### src/rtl/fci_defs.svh
`ifndef FCI_DEFS_SVH
`define FCI_DEFS_SVH
// How it works
// - With programming supply high, host writes read-select before array reads.
// - Id by high voltage: normal read, id line high, other lines low; host keeps the id line low and reads ids by 90h instead.
// - Host writes 20h twice in a row to start chip erase.
// - Erase-verify every byte after each erase pulse; host writes A0h only on an erase-verify request, not after an erase by itself.
// - Program: write 40h, then a write carrying address and data.
// - Program-verify after every byte program; host writes C0h only on a program-verify request, not after a program by itself.
`define FCI_CMD_READ 8'h00
`define FCI_CMD_ID 8'h90
`define FCI_CMD_ERASE 8'h20
`define FCI_CMD_ERASE_VFY 8'ha0
`define FCI_CMD_PROG 8'h40
`define FCI_CMD_PROG_VFY 8'hc0
`define FCI_CMD_RESET 8'hff
`define FCI_OP_READ 3'h0
`define FCI_OP_ID 3'h1
`define FCI_OP_ERASE 3'h2
`define FCI_OP_ERASE_VFY 3'h3
`define FCI_OP_PROG 3'h4
`define FCI_OP_PROG_VFY 3'h5
`define FCI_OP_ABORT 3'h6
`define FCI_OP_CMD 3'h7
// Strobe phase length, 60 ns each
`define FCI_PHASE_NS 60
`define FCI_CLK_NS 20
`define FCI_PHASE_CYC ((`FCI_PHASE_NS + `FCI_CLK_NS - 1) / `FCI_CLK_NS)
// Program pulse 10 us, erase pulse 9.5 ms, write recovery 6 us
`define FCI_PROG_NS 10000
`define FCI_ERASE_NS 9500000
`define FCI_RECOV_NS 6000
`define FCI_PROG_CYC ((`FCI_PROG_NS + `FCI_CLK_NS - 1) / `FCI_CLK_NS)
`define FCI_ERASE_CYC ((`FCI_ERASE_NS + `FCI_CLK_NS - 1) / `FCI_CLK_NS)
`define FCI_RECOV_CYC ((`FCI_RECOV_NS + `FCI_CLK_NS - 1) / `FCI_CLK_NS)
`endif

### src/rtl/fci_pkg.sv
package fci_pkg;
	typedef struct packed {
		logic [2:0] op;
		logic [16:0] addr;
		logic [7:0] data;
	} fci_req_t;
	typedef struct packed {
		logic cs_n;
		logic oe_n;
		logic we_n;
		logic vpp_high;
		logic id_high_voltage_address_line;
		logic [16:0] addr;
	} fci_pins_t;
	typedef enum logic [3:0] {
		S_IDLE, S_W1_LO, S_W1_HI, S_GAP, S_W2_LO, S_W2_HI,
		S_WAIT, S_RD, S_DONE
	} fci_state_t;
endpackage

### src/rtl/fci_host.sv
`timescale 1ns/10ps
`include "fci_defs.svh"
module fci_host #(
	parameter int unsigned ERASE_CYC = `FCI_ERASE_CYC
) (
	// Clock and reset
	input wire logic clk,
	input wire logic rst_n,
	// User request
	input wire logic req_valid,
	input fci_pkg::fci_req_t req,
	output logic req_ready,
	output logic rsp_valid,
	output logic [7:0] rsp_data,
	// Flash pins
	output fci_pkg::fci_pins_t pins,
	input wire logic [7:0] dq_in,
	output logic [7:0] dq_out,
	output logic dq_oe
);
	import fci_pkg::*;

	fci_state_t state, next_state;
	fci_req_t cur, next_cur;
	logic [23:0] cnt, next_cnt;
	fci_pins_t next_pins;
	logic [7:0] next_dq_out, next_rsp_data;
	logic next_dq_oe, next_rsp_valid;

	// First data byte of a write pair
	function automatic logic [7:0] first_byte(input fci_req_t r);
		case (r.op)
			`FCI_OP_READ: first_byte = `FCI_CMD_READ;
			`FCI_OP_ID: first_byte = `FCI_CMD_ID;
			`FCI_OP_ERASE: first_byte = `FCI_CMD_ERASE;
			`FCI_OP_ERASE_VFY: first_byte = `FCI_CMD_ERASE_VFY;
			`FCI_OP_PROG: first_byte = `FCI_CMD_PROG;
			`FCI_OP_PROG_VFY: first_byte = `FCI_CMD_PROG_VFY;
			`FCI_OP_ABORT: first_byte = `FCI_CMD_RESET;
			default: first_byte = r.data;
		endcase
	endfunction

	// Ops that need a second write cycle
	function automatic logic two_writes(input logic [2:0] op);
		two_writes = (op == `FCI_OP_ERASE) || (op == `FCI_OP_PROG) ||
			(op == `FCI_OP_ABORT);
	endfunction

	// Ops that end with a read cycle
	function automatic logic ends_read(input logic [2:0] op);
		ends_read = (op == `FCI_OP_READ) || (op == `FCI_OP_ID) ||
			(op == `FCI_OP_ERASE_VFY) || (op == `FCI_OP_PROG_VFY);
	endfunction

	assign req_ready = (state == S_IDLE);

	// Sequencer next values
	always_comb begin
		next_state = state;
		next_cur = cur;
		next_cnt = (cnt == 24'h0) ? 24'h0 : cnt - 24'h1;
		next_pins = pins;
		next_dq_out = dq_out;
		next_dq_oe = dq_oe;
		next_rsp_valid = 1'b0;
		next_rsp_data = rsp_data;
		case (state)
			S_IDLE: begin
				next_pins.cs_n = 1'b1;
				next_pins.oe_n = 1'b1;
				next_pins.we_n = 1'b1;
				next_dq_oe = 1'b0;
				if (req_valid) begin
					next_cur = req;
					next_pins.vpp_high = 1'b1;
					// Id by high voltage unused; line held low
					next_pins.id_high_voltage_address_line = 1'b0;
					// Verify write carries address on falling edge
					next_pins.addr = req.addr;
					next_pins.cs_n = 1'b0;
					next_pins.we_n = 1'b0;
					next_dq_out = first_byte(req);
					next_dq_oe = 1'b1;
					next_cnt = 24'(`FCI_PHASE_CYC - 1);
					next_state = S_W1_LO;
				end
			end
			S_W1_LO: if (cnt == 24'h0) begin
				// Rising strobe latches command
				next_pins.we_n = 1'b1;
				next_cnt = 24'(`FCI_PHASE_CYC - 1);
				next_state = S_W1_HI;
			end
			S_W1_HI: if (cnt == 24'h0) begin
				if (two_writes(cur.op)) begin
					// Second cycle: same code, or address and data
					next_pins.we_n = 1'b0;
					next_pins.addr = cur.addr;
					next_dq_out = (cur.op == `FCI_OP_PROG) ?
						cur.data : first_byte(cur);
					next_cnt = 24'(`FCI_PHASE_CYC - 1);
					next_state = S_W2_LO;
				end else if (ends_read(cur.op)) begin
					next_dq_oe = 1'b0;
					next_cnt = 24'(`FCI_RECOV_CYC - 1);
					next_state = S_WAIT;
				end else begin
					next_state = S_DONE;
				end
			end
			S_W2_LO: if (cnt == 24'h0) begin
				next_pins.we_n = 1'b1;
				next_state = S_WAIT;
				// Least pulse time; device stops the pulse itself
				case (cur.op)
					`FCI_OP_ERASE: next_cnt = 24'(ERASE_CYC - 1);
					`FCI_OP_PROG: next_cnt = 24'(`FCI_PROG_CYC - 1);
					default: next_cnt = 24'(`FCI_PHASE_CYC - 1);
				endcase
			end
			S_WAIT: begin
				// Data held one cycle past the rising strobe
				next_dq_oe = 1'b0;
				if (cnt == 24'h0) begin
					if (ends_read(cur.op)) begin
						// Read cycle; address kept from the verify write
						next_pins.oe_n = 1'b0;
						if (cur.op == `FCI_OP_READ || cur.op == `FCI_OP_ID)
							next_pins.addr = cur.addr;
						next_cnt = 24'(`FCI_PHASE_CYC - 1);
						next_state = S_RD;
					end else begin
						next_state = S_DONE;
					end
				end
			end
			S_RD: if (cnt == 24'h0) begin
				next_rsp_data = dq_in;
				next_pins.oe_n = 1'b1;
				next_state = S_DONE;
			end
			S_DONE: begin
				// Bus released together with chip select
				next_pins.cs_n = 1'b1;
				next_dq_oe = 1'b0;
				next_rsp_valid = 1'b1;
				next_state = S_IDLE;
			end
			default: next_state = S_IDLE;
		endcase
	end

	// Sequencer registers
	always_ff @(posedge clk or negedge rst_n) begin
		if (!rst_n) begin
			state <= S_IDLE;
			cur <= '0;
			cnt <= 24'h0;
			pins <= '{cs_n: 1'b1, oe_n: 1'b1, we_n: 1'b1, vpp_high: 1'b0,
				id_high_voltage_address_line: 1'b0, addr: 17'h0};
			dq_out <= 8'h00;
			dq_oe <= 1'b0;
			rsp_valid <= 1'b0;
			rsp_data <= 8'h00;
		end else begin
			state <= next_state;
			cur <= next_cur;
			cnt <= next_cnt;
			pins <= next_pins;
			dq_out <= next_dq_out;
			dq_oe <= next_dq_oe;
			rsp_valid <= next_rsp_valid;
			rsp_data <= next_rsp_data;
		end
	end

	// Checks
	property p_read_pins;
		@(posedge clk) disable iff (!rst_n)
		!pins.oe_n |-> (!pins.cs_n && pins.we_n && !dq_oe);
	endproperty
	a_read_pins: assert property (p_read_pins)
		else $error("read with bad strobes");

	property p_standby_float;
		@(posedge clk) disable iff (!rst_n)
		pins.cs_n |-> !dq_oe;
	endproperty
	a_standby_float: assert property (p_standby_float)
		else $error("bus driven in standby");

	property p_write_supply;
		@(posedge clk) disable iff (!rst_n)
		$fell(pins.we_n) |-> pins.vpp_high && !pins.cs_n && dq_oe;
	endproperty
	a_write_supply: assert property (p_write_supply)
		else $error("write without supply");

	property p_strobe_width;
		@(posedge clk) disable iff (!rst_n)
		$fell(pins.we_n) |-> !pins.we_n [*3];
	endproperty
	a_strobe_width: assert property (p_strobe_width)
		else $error("strobe low too short");

	property p_erase_twice;
		@(posedge clk) disable iff (!rst_n)
		(state == S_W2_LO && cur.op == `FCI_OP_ERASE) |->
			dq_out == `FCI_CMD_ERASE;
	endproperty
	a_erase_twice: assert property (p_erase_twice)
		else $error("second erase byte wrong");

	property p_abort_twice;
		@(posedge clk) disable iff (!rst_n)
		(state == S_W2_LO && cur.op == `FCI_OP_ABORT) |->
			dq_out == `FCI_CMD_RESET;
	endproperty
	a_abort_twice: assert property (p_abort_twice)
		else $error("second reset byte wrong");

	property p_prog_data;
		@(posedge clk) disable iff (!rst_n)
		(state == S_W2_LO && cur.op == `FCI_OP_PROG) |->
			dq_out == cur.data && pins.addr == cur.addr;
	endproperty
	a_prog_data: assert property (p_prog_data)
		else $error("program data wrong");

	property p_prog_wait;
		@(posedge clk) disable iff (!rst_n)
		(state == S_W2_LO && cnt == 24'h0 && cur.op == `FCI_OP_PROG) |=>
			pins.we_n [*8];
	endproperty
	a_prog_wait: assert property (p_prog_wait)
		else $error("program pulse cut short");

	property p_data_hold;
		@(posedge clk) disable iff (!rst_n)
		$rose(pins.we_n) |-> dq_oe && !pins.cs_n;
	endproperty
	a_data_hold: assert property (p_data_hold)
		else $error("data released at rising strobe");
endmodule

### config.mk
export PLATFORM = sky130hd
export DESIGN_NAME = fci_host
export DESIGN_NICKNAME = d
export VERILOG_FILES = /design/src/rtl/fci_pkg.sv /design/src/rtl/fci_host.sv
export VERILOG_INCLUDE_DIRS = /design/src /design/src/rtl
export SDC_FILE = /design/constraint.sdc
export NUM_CORES = 1
export LEC_CHECK = 0
export BUFFER_PORTS_ARGS = -buffer_cell sky130_fd_sc_hd__buf_2
export CORE_UTILIZATION = 45
export CTS_CLUSTER_SIZE = 30
export DETAILED_ROUTE_END_ITERATION = 7
export GPL_TIMING_DRIVEN = 0
export PLACE_DENSITY = 0.66
export RECOVER_POWER = 50
export SYNTH_ARGS = -nofsm -noshare
export SYNTH_HDL_FRONTEND = slang
export SYNTH_SLANG_ARGS = --single-unit
### constraint.sdc
create_clock -name clk -period 4.4 [get_ports clk]
set_clock_uncertainty 0.2 [all_clocks]
set_input_delay 1.32 -clock clk [delete_from_list [all_inputs] [get_ports clk]]
set_output_delay 1.32 -clock clk [all_outputs]
set_load 0.005 [all_outputs]
==> out/metrics.cfg <==
[sta]
tightest_slew_ns=2.53
relSlewSlack=-0.686
finalSetupViolCount=0
finalCriticalPeriod_ns=3.66
tns_ns=0
slew_violations=45
fmax_mhz=273
rsz0062_at_grt=false
hold_violations=0
finalCritPeriodShare=0.832
worst_slack_ns=0.737

[clock_tree]
htreeDepth=3
clockBufferDepth=2
cts_sinks=95
insertion_delay_ns=0.37
cts-resized-gates=0
cts_root_buf=clkbuf_8
cts_made_buffers=9
cts_setup_buffers=0
hold_buffers=0
path_clk_slew_ns=0.09
cts_tree=yes

[synth]
avgSynthCellArea_um2=10.4
ys_ff_latch=95
synth_cells=468
syn_nets=508
syn_area_mm2=0.00489
ys_types=57
ys_seq_area_frac=0.487
yosysWarnings=0
async_flop_share=1.00
synth_ff_type=dfrtp_1
synth_edf_count=0

[routing]
drc=0
vias=3793
ant_nets=0
via_per_inst=5.43
wl_per_cell_um=15.5
drtIter0Drc=168
firstDrtPassIters=4
drt_wl_total_mm=10.9

[pwr]
power-per-cell-area_mw_per_mm2=263
p_leak_nw=2.75
ir_worst_vdd_uv=178

[finish]
fin_area_mm2=0.00564
syn2layout_area_growth_pct=15.5
insertedDiodeCount=0
finalNetCount=598
final_cells=699
fin_util=0.542
drive_gt1_frac=0.309

[run]
cap_viol_max_count=1

[floorplanning]
die_h_um=106
core_region_area_mm2=0.0104
start_util=0.469
fp.dieW_um=106
pin_count=80
rows=37
dieArea_mm2=0.0113

[hold_path]
hp-class=reg2reg
holdPathEnd=pins[18]$_DFFE_PN0P_
hold_start=pins[18]$_DFFE_PN0P_
hold_depth=1

[placed_design]
gp_congestion=0.826
post-place-cells=683
dp_hpwl_mm=7.83
port_buffers=78
place_area_mm2=0.00548
pre_cts_slack_ns=1.01

[setup_path]
required_ns=2.88
cp-start-kind=flip-flop
rrSetupSlack_ns=1.29
worst_ep_arrival_time_ns=2.14
crit_type=reg2out
worstSetupEndpointType=output port
r2r.worst_path.cells=6
reg2reg_from=state[0]$_DFFE_PN0P_
path_max_fanout=10
reg2reg_to=cnt[4]$_DFF_PN0_

[outcome]
status=complete, but fails checks
violations=max-capacitance violations, max-slew violations

[global_routing]
gr-total-overflow=0
grt_start_max_net_pins=52
grt.met1_usage=0.278
grt_pass1_vias=3683
grt_pass1_wl_mm=18.3
grt_use_met2=0.324
grt_usage=0.205
grtUsageMet3=0.0325
busiest_layer=met2
antenna_found_initial=0

critical path, stage by stage (launching register included):
cell and delay [ns]:
dfrtp_1 0.40, clkbuf_8 0.17, nor4_1 0.95, buf_2 0.26
layout make-up:
class | instances | area (um2)
timing repair buffer | 79 | 405
inverter | 8 | 30.0
buffer | 26 | 170
clock inverter | 5 | 42.5
tap | 136 | 170
multi-input combinational | 339 | 2300
fill | 960 | 4770
clock buffer | 11 | 141
sequential | 95 | 2380
placed cells by master, fill, tap and decap left out, drive strengths merged, types with 4 or more instances in the layout:
cell	synthesis	layout
or3	4	4
inv	8	9
xnor2	10	10
nand2	57	57
buf	10	78
o22ai	5	5
mux2	41	41
and2	7	7
nor2	32	32
nand3	12	12
nand3b	4	4
clkbuf	16	38
and3	5	5
nor4b	4	4
a211oi	5	5
dfrtp	92	92
a2bb2oi	18	18
xor2	11	11
nor2b	7	7
or4	4	4
a21oi	22	22
o21ai	42	42
nor4	6	6
nor3	18	18
per-stage QoR:
step           hold WS (ns)  total power, mW
2_1_floorplan         0.229            0.912
3_3_place_gp          0.246            0.954
3_5_place_dp          0.253            0.959
4_1_cts               0.276             1.50
5_1_grt               0.290             1.55
6_report              0.269             1.48
power by group:
group | total (mW) | internal, mW | switching (mW)
Clock | 0.544 | 0.226 | 0.318
Sequential | 0.872 | 0.872 | 0
Combinational | 0.0671 | 0.0254 | 0.0417
cells in the mapped netlist, types with 6 or more instances:
cell / n / share of area
nor2_1: 31 / 0.024
nor2b_1: 7 / 0.0090
a2bb2oi_2: 10 / 0.031
a2bb2oi_1: 8 / 0.014
mux2_2: 41 / 0.094
a21oi_1: 21 / 0.022
nor3_1: 18 / 0.018
xor2_1: 11 / 0.020
and2_1: 6 / 0.0077
inv_1: 8 / 0.0061
clkbuf_1: 13 / 0.010
xnor2_1: 10 / 0.018
o21ai_2: 10 / 0.018
dfrtp_1: 92 / 0.47
o21ai_0: 31 / 0.032
nand2_1: 56 / 0.043
nand3_1: 12 / 0.012
worst max path at each step:
stage	cells past startpoint	end	slack (ns)	startpoint
floorplan	4	dq_out[0]$_DFFE_PN0P_	1.57	req_valid
CTS	3	req_ready	0.71	state[0]$_DFFE_PN0P_
detailed placement	6	cnt[4]$_DFF_PN0_	1.01	req_valid
global placement	1	rsp_data[6]$_DFFE_PN0P_	0.89	rst_n
finish	3	req_ready	0.74	state[0]$_DFFE_PN0P_
global route	1	cur[4]$_DFFE_PN0P_	0.46	rst_n
per-layer routing:
metal  up-vias  part of all wire
li1       1834                 -
met1      1846              0.45
met2        92              0.48
met3        21             0.044
met4         0             0.024
met5         -                 0
state kept, by name (all words and copies together), names as in the netlist:
signal     cells
state          4
dq_oe          1
dq_out         8
cur           28
cnt           24
pins          21
rsp_data       8
rsp_valid      1
cells by family (layout without fill, tap and decap cells):
family	count (synthesis)	in the layout	synth area share
adder cells (fa/ha/maj)	2	2	0.00461
AO/OA/AOI/OAI	101	101	0.149
other	1	1	0.000768
flip-flops	95	95	0.487
XOR/XNOR	21	21	0.0376
AND/OR/NAND/NOR	170	170	0.178
buffers and inverters	34	129	0.0412
multiplexers	44	44	0.101
No activity file was read; power rests on OpenSTA's default activity.
